[src/shared/pds_pkg.sv]
// Purpose: Shared constants for the port D / port E pin sharing block
// Assumes: One system clock, synchronous active-low reset
// Notes: Bit positions of the shared pins within their ports
package pds_pkg;
    // Port widths and shared pin positions
    localparam int unsigned PDS_PORT_D_WIDTH = 7;
    localparam int unsigned PDS_PORT_E_WIDTH = 2;
    localparam int unsigned PDS_SELECT_PINS = 6;
    localparam int unsigned PDS_D_SERIAL1_TX_BIT = 6;
    localparam int unsigned PDS_E_SERIAL0_TX_BIT = 0;
    localparam int unsigned PDS_E_SERIAL0_RX_BIT = 1;
    // Reset values: chip selects start as general purpose, serial pins start as peripheral
    localparam logic [6:0] PDS_PORT_D_PER_RESET = 7'h40;
    localparam logic [1:0] PDS_PORT_E_PER_RESET = 2'h3;
    localparam logic [6:0] PDS_PORT_D_DIR_RESET = 7'h00;
    localparam logic [1:0] PDS_PORT_E_DIR_RESET = 2'h0;
    localparam logic [6:0] PDS_PORT_D_OUT_RESET = 7'h00;
    localparam logic [1:0] PDS_PORT_E_OUT_RESET = 2'h0;
    // Pull-up registers reset with all bits set
    localparam logic [6:0] PDS_PORT_D_PUR_RESET = 7'h7f;
    localparam logic [1:0] PDS_PORT_E_PUR_RESET = 2'h3;
    // Block phase states: held in reset or running
    typedef enum logic [0:0] {
        PDS_IN_RESET,
        PDS_RUNNING
    } pds_phase_type;
endpackage : pds_pkg

[src/pds_sync.sv]
// Purpose: Two-flop synchroniser for pin inputs
// Assumes: Input is asynchronous to i_clock
// Notes: First stage feeds only the second stage
module pds_sync #(
    parameter int unsigned WIDTH = 1
) (
    // Clock and reset
    input wire logic i_clock,
    input wire logic i_nrst,
    // Data
    input wire logic [WIDTH-1:0] i_async,
    output logic [WIDTH-1:0] o_sync
);
    logic [WIDTH-1:0] meta_q;
    logic [WIDTH-1:0] meta_d;
    logic [WIDTH-1:0] sync_q;
    logic [WIDTH-1:0] sync_d;

    // Refuse an empty bus
    if (WIDTH < 1) begin : g_bad_width
        $error("pds_sync: WIDTH must be at least 1");
    end

    // Next values of both stages
    always_comb begin
        meta_d = i_async;
        sync_d = meta_q;
    end

    // Register the two stages
    always_ff @(posedge i_clock) begin
        if (!i_nrst) begin
            meta_q <= '0;
            sync_q <= '0;
        end else begin
            meta_q <= meta_d;
            sync_q <= sync_d;
        end
    end

    assign o_sync = sync_q;
endmodule : pds_sync

[src/pds_pin_share.sv]
// Purpose: Pin sharing for port D pins 0..6 and port E pins 0..1
// Assumes: Control bits arrive from same-clock logic; pin levels are asynchronous
// Notes: Pins appear as input, output and output enable; pull-up enables are outputs
//        Every output is registered, so a control change shows one edge later
//        Pin levels reach the read-back outputs on the third edge after they settle
//        Reset floats every pin; the caller applies the peripheral enable defaults
//        Port D pin 6 pull-up is set-to-disable, so the all-ones reset leaves it off
//        Idle selects float unless the idle drive control keeps them driven
//        The serial zero receive pin is never driven while the serial unit owns it
//        Receive reads high whenever its pin is not handed to the serial unit
//        Port E pin 0 and port D pin 6 drive their transmit lines whenever owned
module pds_pin_share
    import pds_pkg::*;
#(
    parameter int unsigned D_WIDTH = PDS_PORT_D_WIDTH,
    parameter int unsigned E_WIDTH = PDS_PORT_E_WIDTH
) (
    // Clock and reset
    input wire logic i_clock,
    input wire logic i_nrst,
    // Port D software controls
    input wire logic [6:0] i_port_d_peripheral_enable_reg,
    input wire logic [6:0] i_port_d_direction,
    input wire logic [6:0] i_port_d_data_out,
    input wire logic i_port_d_pullup_write,
    input wire logic [6:0] i_port_d_pullup_wdata,
    // Port E software controls
    input wire logic [1:0] i_port_e_peripheral_enable_reg,
    input wire logic [1:0] i_port_e_direction,
    input wire logic [1:0] i_port_e_data_out,
    input wire logic i_port_e_pullup_write,
    input wire logic [1:0] i_port_e_pullup_wdata,
    // External memory interface
    input wire logic [5:0] i_ext_select,
    input wire logic i_ext_bus_active,
    input wire logic i_idle_bus_drive_control,
    // Serial units
    input wire logic i_serial0_tx_line,
    input wire logic i_serial1_tx_line,
    output logic o_serial0_rx_line,
    // Port D pins
    input wire logic [6:0] i_port_d_pin,
    output logic [6:0] o_port_d_pin,
    output logic [6:0] o_port_d_pin_oe,
    output logic [6:0] o_port_d_pullup_en,
    output logic [6:0] o_port_d_data_in,
    // Port E pins
    input wire logic [1:0] i_port_e_pin,
    output logic [1:0] o_port_e_pin,
    output logic [1:0] o_port_e_pin_oe,
    output logic [1:0] o_port_e_pullup_en,
    output logic [1:0] o_port_e_data_in,
    // Register read-back
    output logic [6:0] o_port_d_pullup_reg,
    output logic [1:0] o_port_e_pullup_reg
);
    // Refuse widths that the fixed pin map cannot serve
    if (D_WIDTH != PDS_PORT_D_WIDTH) begin : g_bad_d_width
        $error("pds_pin_share: D_WIDTH must be 7");
    end
    if (E_WIDTH != PDS_PORT_E_WIDTH) begin : g_bad_e_width
        $error("pds_pin_share: E_WIDTH must be 2");
    end

    // Pull-up register state
    logic [6:0] port_d_pullup_reg_q;
    logic [6:0] port_d_pullup_reg_d;
    logic [1:0] port_e_pullup_reg_q;
    logic [1:0] port_e_pullup_reg_d;

    // Port D pin drive state
    logic [6:0] d_out_q;
    logic [6:0] d_out_d;
    logic [6:0] d_oe_q;
    logic [6:0] d_oe_d;

    // Port E pin drive state
    logic [1:0] e_out_q;
    logic [1:0] e_out_d;
    logic [1:0] e_oe_q;
    logic [1:0] e_oe_d;

    // Pull-up enable state
    logic [6:0] d_pu_q;
    logic [6:0] d_pu_d;
    logic [1:0] e_pu_q;
    logic [1:0] e_pu_d;

    // Input sampling state
    logic [6:0] d_in_q;
    logic [6:0] d_in_d;
    logic [1:0] e_in_q;
    logic [1:0] e_in_d;
    logic rx_q;
    logic rx_d;

    // Synchronised pin levels
    logic [6:0] d_pin_sync;
    logic [1:0] e_pin_sync;

    // Drive enable for a general purpose pin: output only when direction bit is set
    // A cleared direction bit leaves the pin as an input for the far end to drive
    function automatic logic gp_drive(input logic dir);
        return dir;
    endfunction : gp_drive

    // Select lines drive while the bus is active, or when idle if drive bit set
    // Holding them driven on an idle bus avoids floating selects without pull-ups
    function automatic logic select_drive(input logic active, input logic keep);
        return active | keep;
    endfunction : select_drive

    // Pull-up enable per port D pin; pin 6 inverts because its bit is set-to-disable
    function automatic logic [6:0] d_pull_enable(input logic [6:0] pull_bits);
        logic [6:0] enable;
        enable = pull_bits;
        enable[PDS_D_SERIAL1_TX_BIT] = ~pull_bits[PDS_D_SERIAL1_TX_BIT];
        return enable;
    endfunction : d_pull_enable

    // Bring pin levels into the clock domain
    // Pins are asynchronous, so nothing reads them before the second stage
    pds_sync #(
        .WIDTH(9)
    ) u_pin_sync (
        .i_clock(i_clock),
        .i_nrst(i_nrst),
        .i_async({i_port_e_pin, i_port_d_pin}),
        .o_sync({e_pin_sync, d_pin_sync})
    );

    // Pull-up register writes; a strobe loads the whole register
    // Software writes every bit at once, so there is no per-bit mask
    always_comb begin
        port_d_pullup_reg_d = port_d_pullup_reg_q;
        port_e_pullup_reg_d = port_e_pullup_reg_q;
        if (i_port_d_pullup_write) begin
            port_d_pullup_reg_d = i_port_d_pullup_wdata;
        end
        if (i_port_e_pullup_write) begin
            port_e_pullup_reg_d = i_port_e_pullup_wdata;
        end
    end

    // Register pull-up contents; reset turns every pull-up bit on
    always_ff @(posedge i_clock) begin
        if (!i_nrst) begin
            port_d_pullup_reg_q <= PDS_PORT_D_PUR_RESET;
            port_e_pullup_reg_q <= PDS_PORT_E_PUR_RESET;
        end else begin
            port_d_pullup_reg_q <= port_d_pullup_reg_d;
            port_e_pullup_reg_q <= port_e_pullup_reg_d;
        end
    end

    // Port D pin drive: ownership, direction and select decode
    always_comb begin
        d_out_d = '0;
        d_oe_d = '0;
        // Port D pins 0..5: general purpose or external selects
        // Select bit 0 is external select line 2, bit 5 is line 7
        for (int i = 0; i < PDS_SELECT_PINS; i++) begin
            if (i_port_d_peripheral_enable_reg[i]) begin
                d_out_d[i] = i_ext_select[i];
                d_oe_d[i] = select_drive(i_ext_bus_active, i_idle_bus_drive_control);
            end else begin
                d_out_d[i] = i_port_d_data_out[i];
                d_oe_d[i] = gp_drive(i_port_d_direction[i]);
            end
        end
        // Port D pin 6: serial one transmit or general purpose
        if (i_port_d_peripheral_enable_reg[PDS_D_SERIAL1_TX_BIT]) begin
            d_out_d[PDS_D_SERIAL1_TX_BIT] = i_serial1_tx_line;
            d_oe_d[PDS_D_SERIAL1_TX_BIT] = 1'b1;
        end else begin
            d_out_d[PDS_D_SERIAL1_TX_BIT] = i_port_d_data_out[PDS_D_SERIAL1_TX_BIT];
            d_oe_d[PDS_D_SERIAL1_TX_BIT] = gp_drive(i_port_d_direction[PDS_D_SERIAL1_TX_BIT]);
        end
    end

    // Port E pin drive: serial zero lines or general purpose
    always_comb begin
        e_out_d = '0;
        e_oe_d = '0;
        // Port E pin 0: serial zero transmit or general purpose
        if (i_port_e_peripheral_enable_reg[PDS_E_SERIAL0_TX_BIT]) begin
            e_out_d[PDS_E_SERIAL0_TX_BIT] = i_serial0_tx_line;
            e_oe_d[PDS_E_SERIAL0_TX_BIT] = 1'b1;
        end else begin
            e_out_d[PDS_E_SERIAL0_TX_BIT] = i_port_e_data_out[PDS_E_SERIAL0_TX_BIT];
            e_oe_d[PDS_E_SERIAL0_TX_BIT] = gp_drive(i_port_e_direction[PDS_E_SERIAL0_TX_BIT]);
        end
        // Port E pin 1: serial zero receive (input only) or general purpose
        // Never driven while owned, so the far transmitter cannot fight the block
        if (i_port_e_peripheral_enable_reg[PDS_E_SERIAL0_RX_BIT]) begin
            e_out_d[PDS_E_SERIAL0_RX_BIT] = 1'b0;
            e_oe_d[PDS_E_SERIAL0_RX_BIT] = 1'b0;
        end else begin
            e_out_d[PDS_E_SERIAL0_RX_BIT] = i_port_e_data_out[PDS_E_SERIAL0_RX_BIT];
            e_oe_d[PDS_E_SERIAL0_RX_BIT] = gp_drive(i_port_e_direction[PDS_E_SERIAL0_RX_BIT]);
        end
    end

    // Register port D pin drive; all pins float in reset
    always_ff @(posedge i_clock) begin
        if (!i_nrst) begin
            d_out_q <= PDS_PORT_D_OUT_RESET;
            d_oe_q <= PDS_PORT_D_DIR_RESET;
        end else begin
            d_out_q <= d_out_d;
            d_oe_q <= d_oe_d;
        end
    end

    // Register port E pin drive; both pins float in reset
    always_ff @(posedge i_clock) begin
        if (!i_nrst) begin
            e_out_q <= PDS_PORT_E_OUT_RESET;
            e_oe_q <= PDS_PORT_E_DIR_RESET;
        end else begin
            e_out_q <= e_out_d;
            e_oe_q <= e_oe_d;
        end
    end

    // Pull-up enables track the value the register takes at this edge
    always_comb begin
        d_pu_d = d_pull_enable(port_d_pullup_reg_d);
        e_pu_d[PDS_E_SERIAL0_TX_BIT] = port_e_pullup_reg_d[PDS_E_SERIAL0_TX_BIT];
        e_pu_d[PDS_E_SERIAL0_RX_BIT] = port_e_pullup_reg_d[PDS_E_SERIAL0_RX_BIT];
    end

    // Register pull-up enables; the all-ones reset leaves port D pin 6 off
    always_ff @(posedge i_clock) begin
        if (!i_nrst) begin
            d_pu_q <= d_pull_enable(PDS_PORT_D_PUR_RESET);
            e_pu_q <= PDS_PORT_E_PUR_RESET;
        end else begin
            d_pu_q <= d_pu_d;
            e_pu_q <= e_pu_d;
        end
    end

    // Port D read-back: synchronised pin levels
    always_comb begin
        d_in_d = d_pin_sync;
    end

    // Register port D read-back
    always_ff @(posedge i_clock) begin
        if (!i_nrst) begin
            d_in_q <= '0;
        end else begin
            d_in_q <= d_in_d;
        end
    end

    // Port E read-back and serial zero receive; receive idles high unless handed over
    always_comb begin
        e_in_d = e_pin_sync;
        rx_d = i_port_e_peripheral_enable_reg[PDS_E_SERIAL0_RX_BIT]
               ? e_pin_sync[PDS_E_SERIAL0_RX_BIT] : 1'b1;
    end

    // Register port E read-back; the receive line rests high in reset
    always_ff @(posedge i_clock) begin
        if (!i_nrst) begin
            e_in_q <= '0;
            rx_q <= 1'b1;
        end else begin
            e_in_q <= e_in_d;
            rx_q <= rx_d;
        end
    end

    // Outputs straight from flip-flops
    assign o_port_d_pin = d_out_q;
    assign o_port_d_pin_oe = d_oe_q;
    assign o_port_d_pullup_en = d_pu_q;
    assign o_port_d_data_in = d_in_q;
    assign o_port_e_pin = e_out_q;
    assign o_port_e_pin_oe = e_oe_q;
    assign o_port_e_pullup_en = e_pu_q;
    assign o_port_e_data_in = e_in_q;
    assign o_serial0_rx_line = rx_q;
    assign o_port_d_pullup_reg = port_d_pullup_reg_q;
    assign o_port_e_pullup_reg = port_e_pullup_reg_q;
endmodule : pds_pin_share

[config.mk]
export PLATFORM = sky130hd
export DESIGN_NAME = pds_pin_share
export DESIGN_NICKNAME = d
export VERILOG_FILES = /design/src/shared/pds_pkg.sv /design/src/pds_sync.sv /design/src/pds_pin_share.sv
export SDC_FILE = /design/constraint.sdc
export NUM_CORES = 1
export LEC_CHECK = 0
export BUFFER_PORTS_ARGS = -buffer_cell sky130_fd_sc_hd__buf_4
export CAP_MARGIN = 20
export CORE_MARGIN = 2
export CORE_UTILIZATION = 42
export CTS_CLUSTER_SIZE = 24
export DETAILED_ROUTE_END_ITERATION = 10
export PLACE_DENSITY = 0.85
export REMOVE_ABC_BUFFERS = 1
export SLEW_MARGIN = 20
export SYNTH_ARGS = -nofsm -noshare
export SYNTH_HDL_FRONTEND = slang
export SYNTH_HIERARCHICAL = 1
export SYNTH_SLANG_ARGS = --single-unit
[constraint.sdc]
create_clock -name i_clock -period 0.8 [get_ports i_clock]
set_input_delay 0 -clock i_clock [delete_from_list [all_inputs] [get_ports i_clock]]
set_output_delay 0 -clock i_clock [all_outputs]
set_load 0.005 [all_outputs]
==> results_dict.tcl <==
set metrics [dict create \
    skew_ns 0.00144 \
    clkPwrFrac 0.318 \
    port_buffers 104 \
    root_buffer "clkbuf_8" \
    cts.path.max_buffers 2 \
    r2r_end "o_port_d_pullup_reg[2]" \
    reg2regPathDepth 2 \
    power_density_mw_per_mm2 1780 \
    r2r-start "o_port_d_pullup_reg[2]" \
    drv_slew 0 \
    whs_ns 0.0121 \
    crit_buf_inv 1 \
    rows 23 \
    area_delta_synth_final_pct 80.0 \
    p_sw_frac 0.214 \
    grt_max_degree 57 \
    ff2ff_setup_slack_ns 0.12 \
    fin_area_mm2 0.00320 \
    clock_sinks 56 \
    drtIter0Drc 72 \
    start_util 0.441 \
    yosysSeqAreaShare 0.631 \
    path_delay_family "flip-flops" \
    ios 105 \
    final_cells 351 \
    yosys.area.top_type "dfxtp_1" \
    min_path_type "input port to register" \
    ys.flop_type "dfxtp_1" \
    vias 1577 \
    antenna_found_initial 0 \
    synth_area_leaders "dfxtp_1 63%, mux2i_1 9.6%, and2_2 5.9%" \
    max_cap_viol_count 0 \
    max-vdd-ir-drop_v 0.00111 \
    ys_ff_latch 56 \
    post_drt_wl_per_cell_um 13.6 \
    synth_edf_count 0 \
    antenna_left 0 \
    grt_setup_unrepaired "true" \
    die_w_um 69.0 \
    drc 0 \
    cp.depth 1 \
    synth_cells 150 \
    dp_cells 291 \
    placed_area_mm2 0.00252 \
    synth_warnings 6 \
    die-area_mm2 0.00477 \
    max_freq_mhz 1270 \
    fin_crit_ns 0.786 \
    p_int_mw 4.48 \
    post-route-period-util 0.983 \
    p_seq_frac 0.526 \
    first_pass_iters 4 \
    critical_path.max_stage_delay_ns 0.37 \
    relSlewSlack 0.727 \
    grt_pass1_vias 1641 \
    crit_arrival_ns 0.79 \
    core_mm2 0.00403 \
    place_ws_ns 0.0237 \
    dieHeight_um 69.0 \
    grt-ovfl-total 0 \
    synth_common_cells "56 x dfxtp_1, 17 x mux2i_1, 14 x and2_1, 14 x and2_2" \
    crit_fanout 3 \
    hold_violations 0 \
    clk_pin_slew_worst_paths_ns 0.09 \
    cts-buffers-inserted 5 \
    fin_ws_ns 0.0137 \
    routed_via_density 4.49 \
    netlist_area_mm2 0.00178 \
    async_flop_share 0 \
    antennaDiodeCount 0 \
    grt_use_total 0.203 \
    cts_tree "yes" \
    place_congestion 0.708 \
    critical_path_required_ns 0.80 \
    wirelength_um 4780 \
    crit_path_end_kind "output pin" \
    h-tree-depth 2 \
    start_kind "register" \
    worstHoldPathCells 3 \
    tightest_slew_ns 0.409 \
    setup_viol 0 \
    drive_above_1_share 0.449 \
    insertion_delay_ns 0.31 \
    yosys.area.top_type_share 0.631 \
    crit_chain "buf_6" \
    hp-start "i_port_d_pullup_write" \
    hpwl_um 2660 \
    avgSynthCellArea_um2 11.8 \
    switchingPower_mw 1.22 \
    holdPathEnd "o_port_d_pullup_reg[5]" \
    outcome "completed" \
    critical_path_class "register to output pin" \
    layout.nets 359 \
    static-leakage-power_nw 1.52 \
    slowest_stage "dfxtp_2" \
    synth.most_common_cell "dfxtp_1" \
    ys_types 15 \
    grt_pass1_wl_um 7510 \
    p_comb_frac 0.156 \
]
cell type report:
| cell class | instances | area (um^2) |
|---|---|---|
| Clock buffer | 5 | 68.8 |
| Multi-Input combinational cell | 80 | 551 |
| Tap cell | 50 | 62.6 |
| Timing Repair Buffer | 157 | 1340 |
| Clock inverter | 3 | 42.5 |
| Fill cell | 271 | 831 |
| Sequential cell | 56 | 1130 |
worst max path at each step:
stage | start | to | slack, ns
finish | o_port_e_pullup_en[0] | o_port_e_pullup_reg[0] | 0.01
global route | o_port_d_pullup_reg[0] | o_port_d_pullup_en[0] | -0.01
CTS | o_port_d_pullup_reg[3] | o_port_d_pullup_en[3] | 0.006
detailed placement | i_nrst | o_port_d_pin_oe[1] | 0.02
global placement | i_nrst | o_port_d_pin_oe[2] | 0.1
floorplan | register | o_port_d_pullup_en[6] | 0.15
what timing repair did:
action | 4_1_cts | 5_1_grt
hold endpoints to repair | 37 | 0
resized for setup | 3 | 14
hold buffers | 52 | 0
setup buffers | 0 | 0
setup endpoints to repair | 6 | 17
cells in the final DEF (no fill, tap or decap):
master,Yosys,layout
nand2_1,9,9
buf_6,2,9
clkinvlp_4,0,1
nor2_1,1,1
buf_4,9,96
and2_2,14,14
a21oi_1,6,6
clkinv_2,0,1
mux2i_1,17,17
bufinv_16,0,1
and2_1,14,14
dlygate4sd3_1,0,52
nor2b_1,8,8
o21a_1,2,2
nand3b_1,1,1
dfxtp_1,56,48
dfxtp_2,0,8
clkbuf_8,0,5
and3b_1,2,2
o21ai_0,6,6
power by group through the flow:
stage               sequential [mW]  clock [mW]  combinational, mW
floorplan                      3.06           0              0.150
global placement               3.04           0              0.634
detailed placement             3.05           0              0.653
CTS                            2.98        1.84              0.856
global route                   3.01        1.98              0.953
finish                         2.99        1.81              0.889
metrics by stage:
step	setup TNS (ns)	utilization	power, mW
floorplan	0	-	3.21
global placement	0	0.626	3.67
detailed placement	0	0.626	3.70
CTS	0	0.784	5.68
global route	-0.119	0.794	5.94
finish	0	0.794	5.70
routing by layer:
layer	GRT usage	wire, um	up-vias
met4	0.111	199	0
li1	-	-	770
met1	0.183	1550	706
met3	0.0614	358	19
met5	0	0	-
met2	0.394	2680	82
logic make-up after synthesis:
kind of cell | after synthesis | share of synthesized area
flip-flops | 56 | 0.631
AND/OR/NAND/NOR | 49 | 0.172
multiplexers | 17 | 0.0958
AO/OA/AOI/OAI | 14 | 0.0423
buffers and inverters | 14 | 0.0591
No activity file was read; power rests on OpenSTA's default activity.
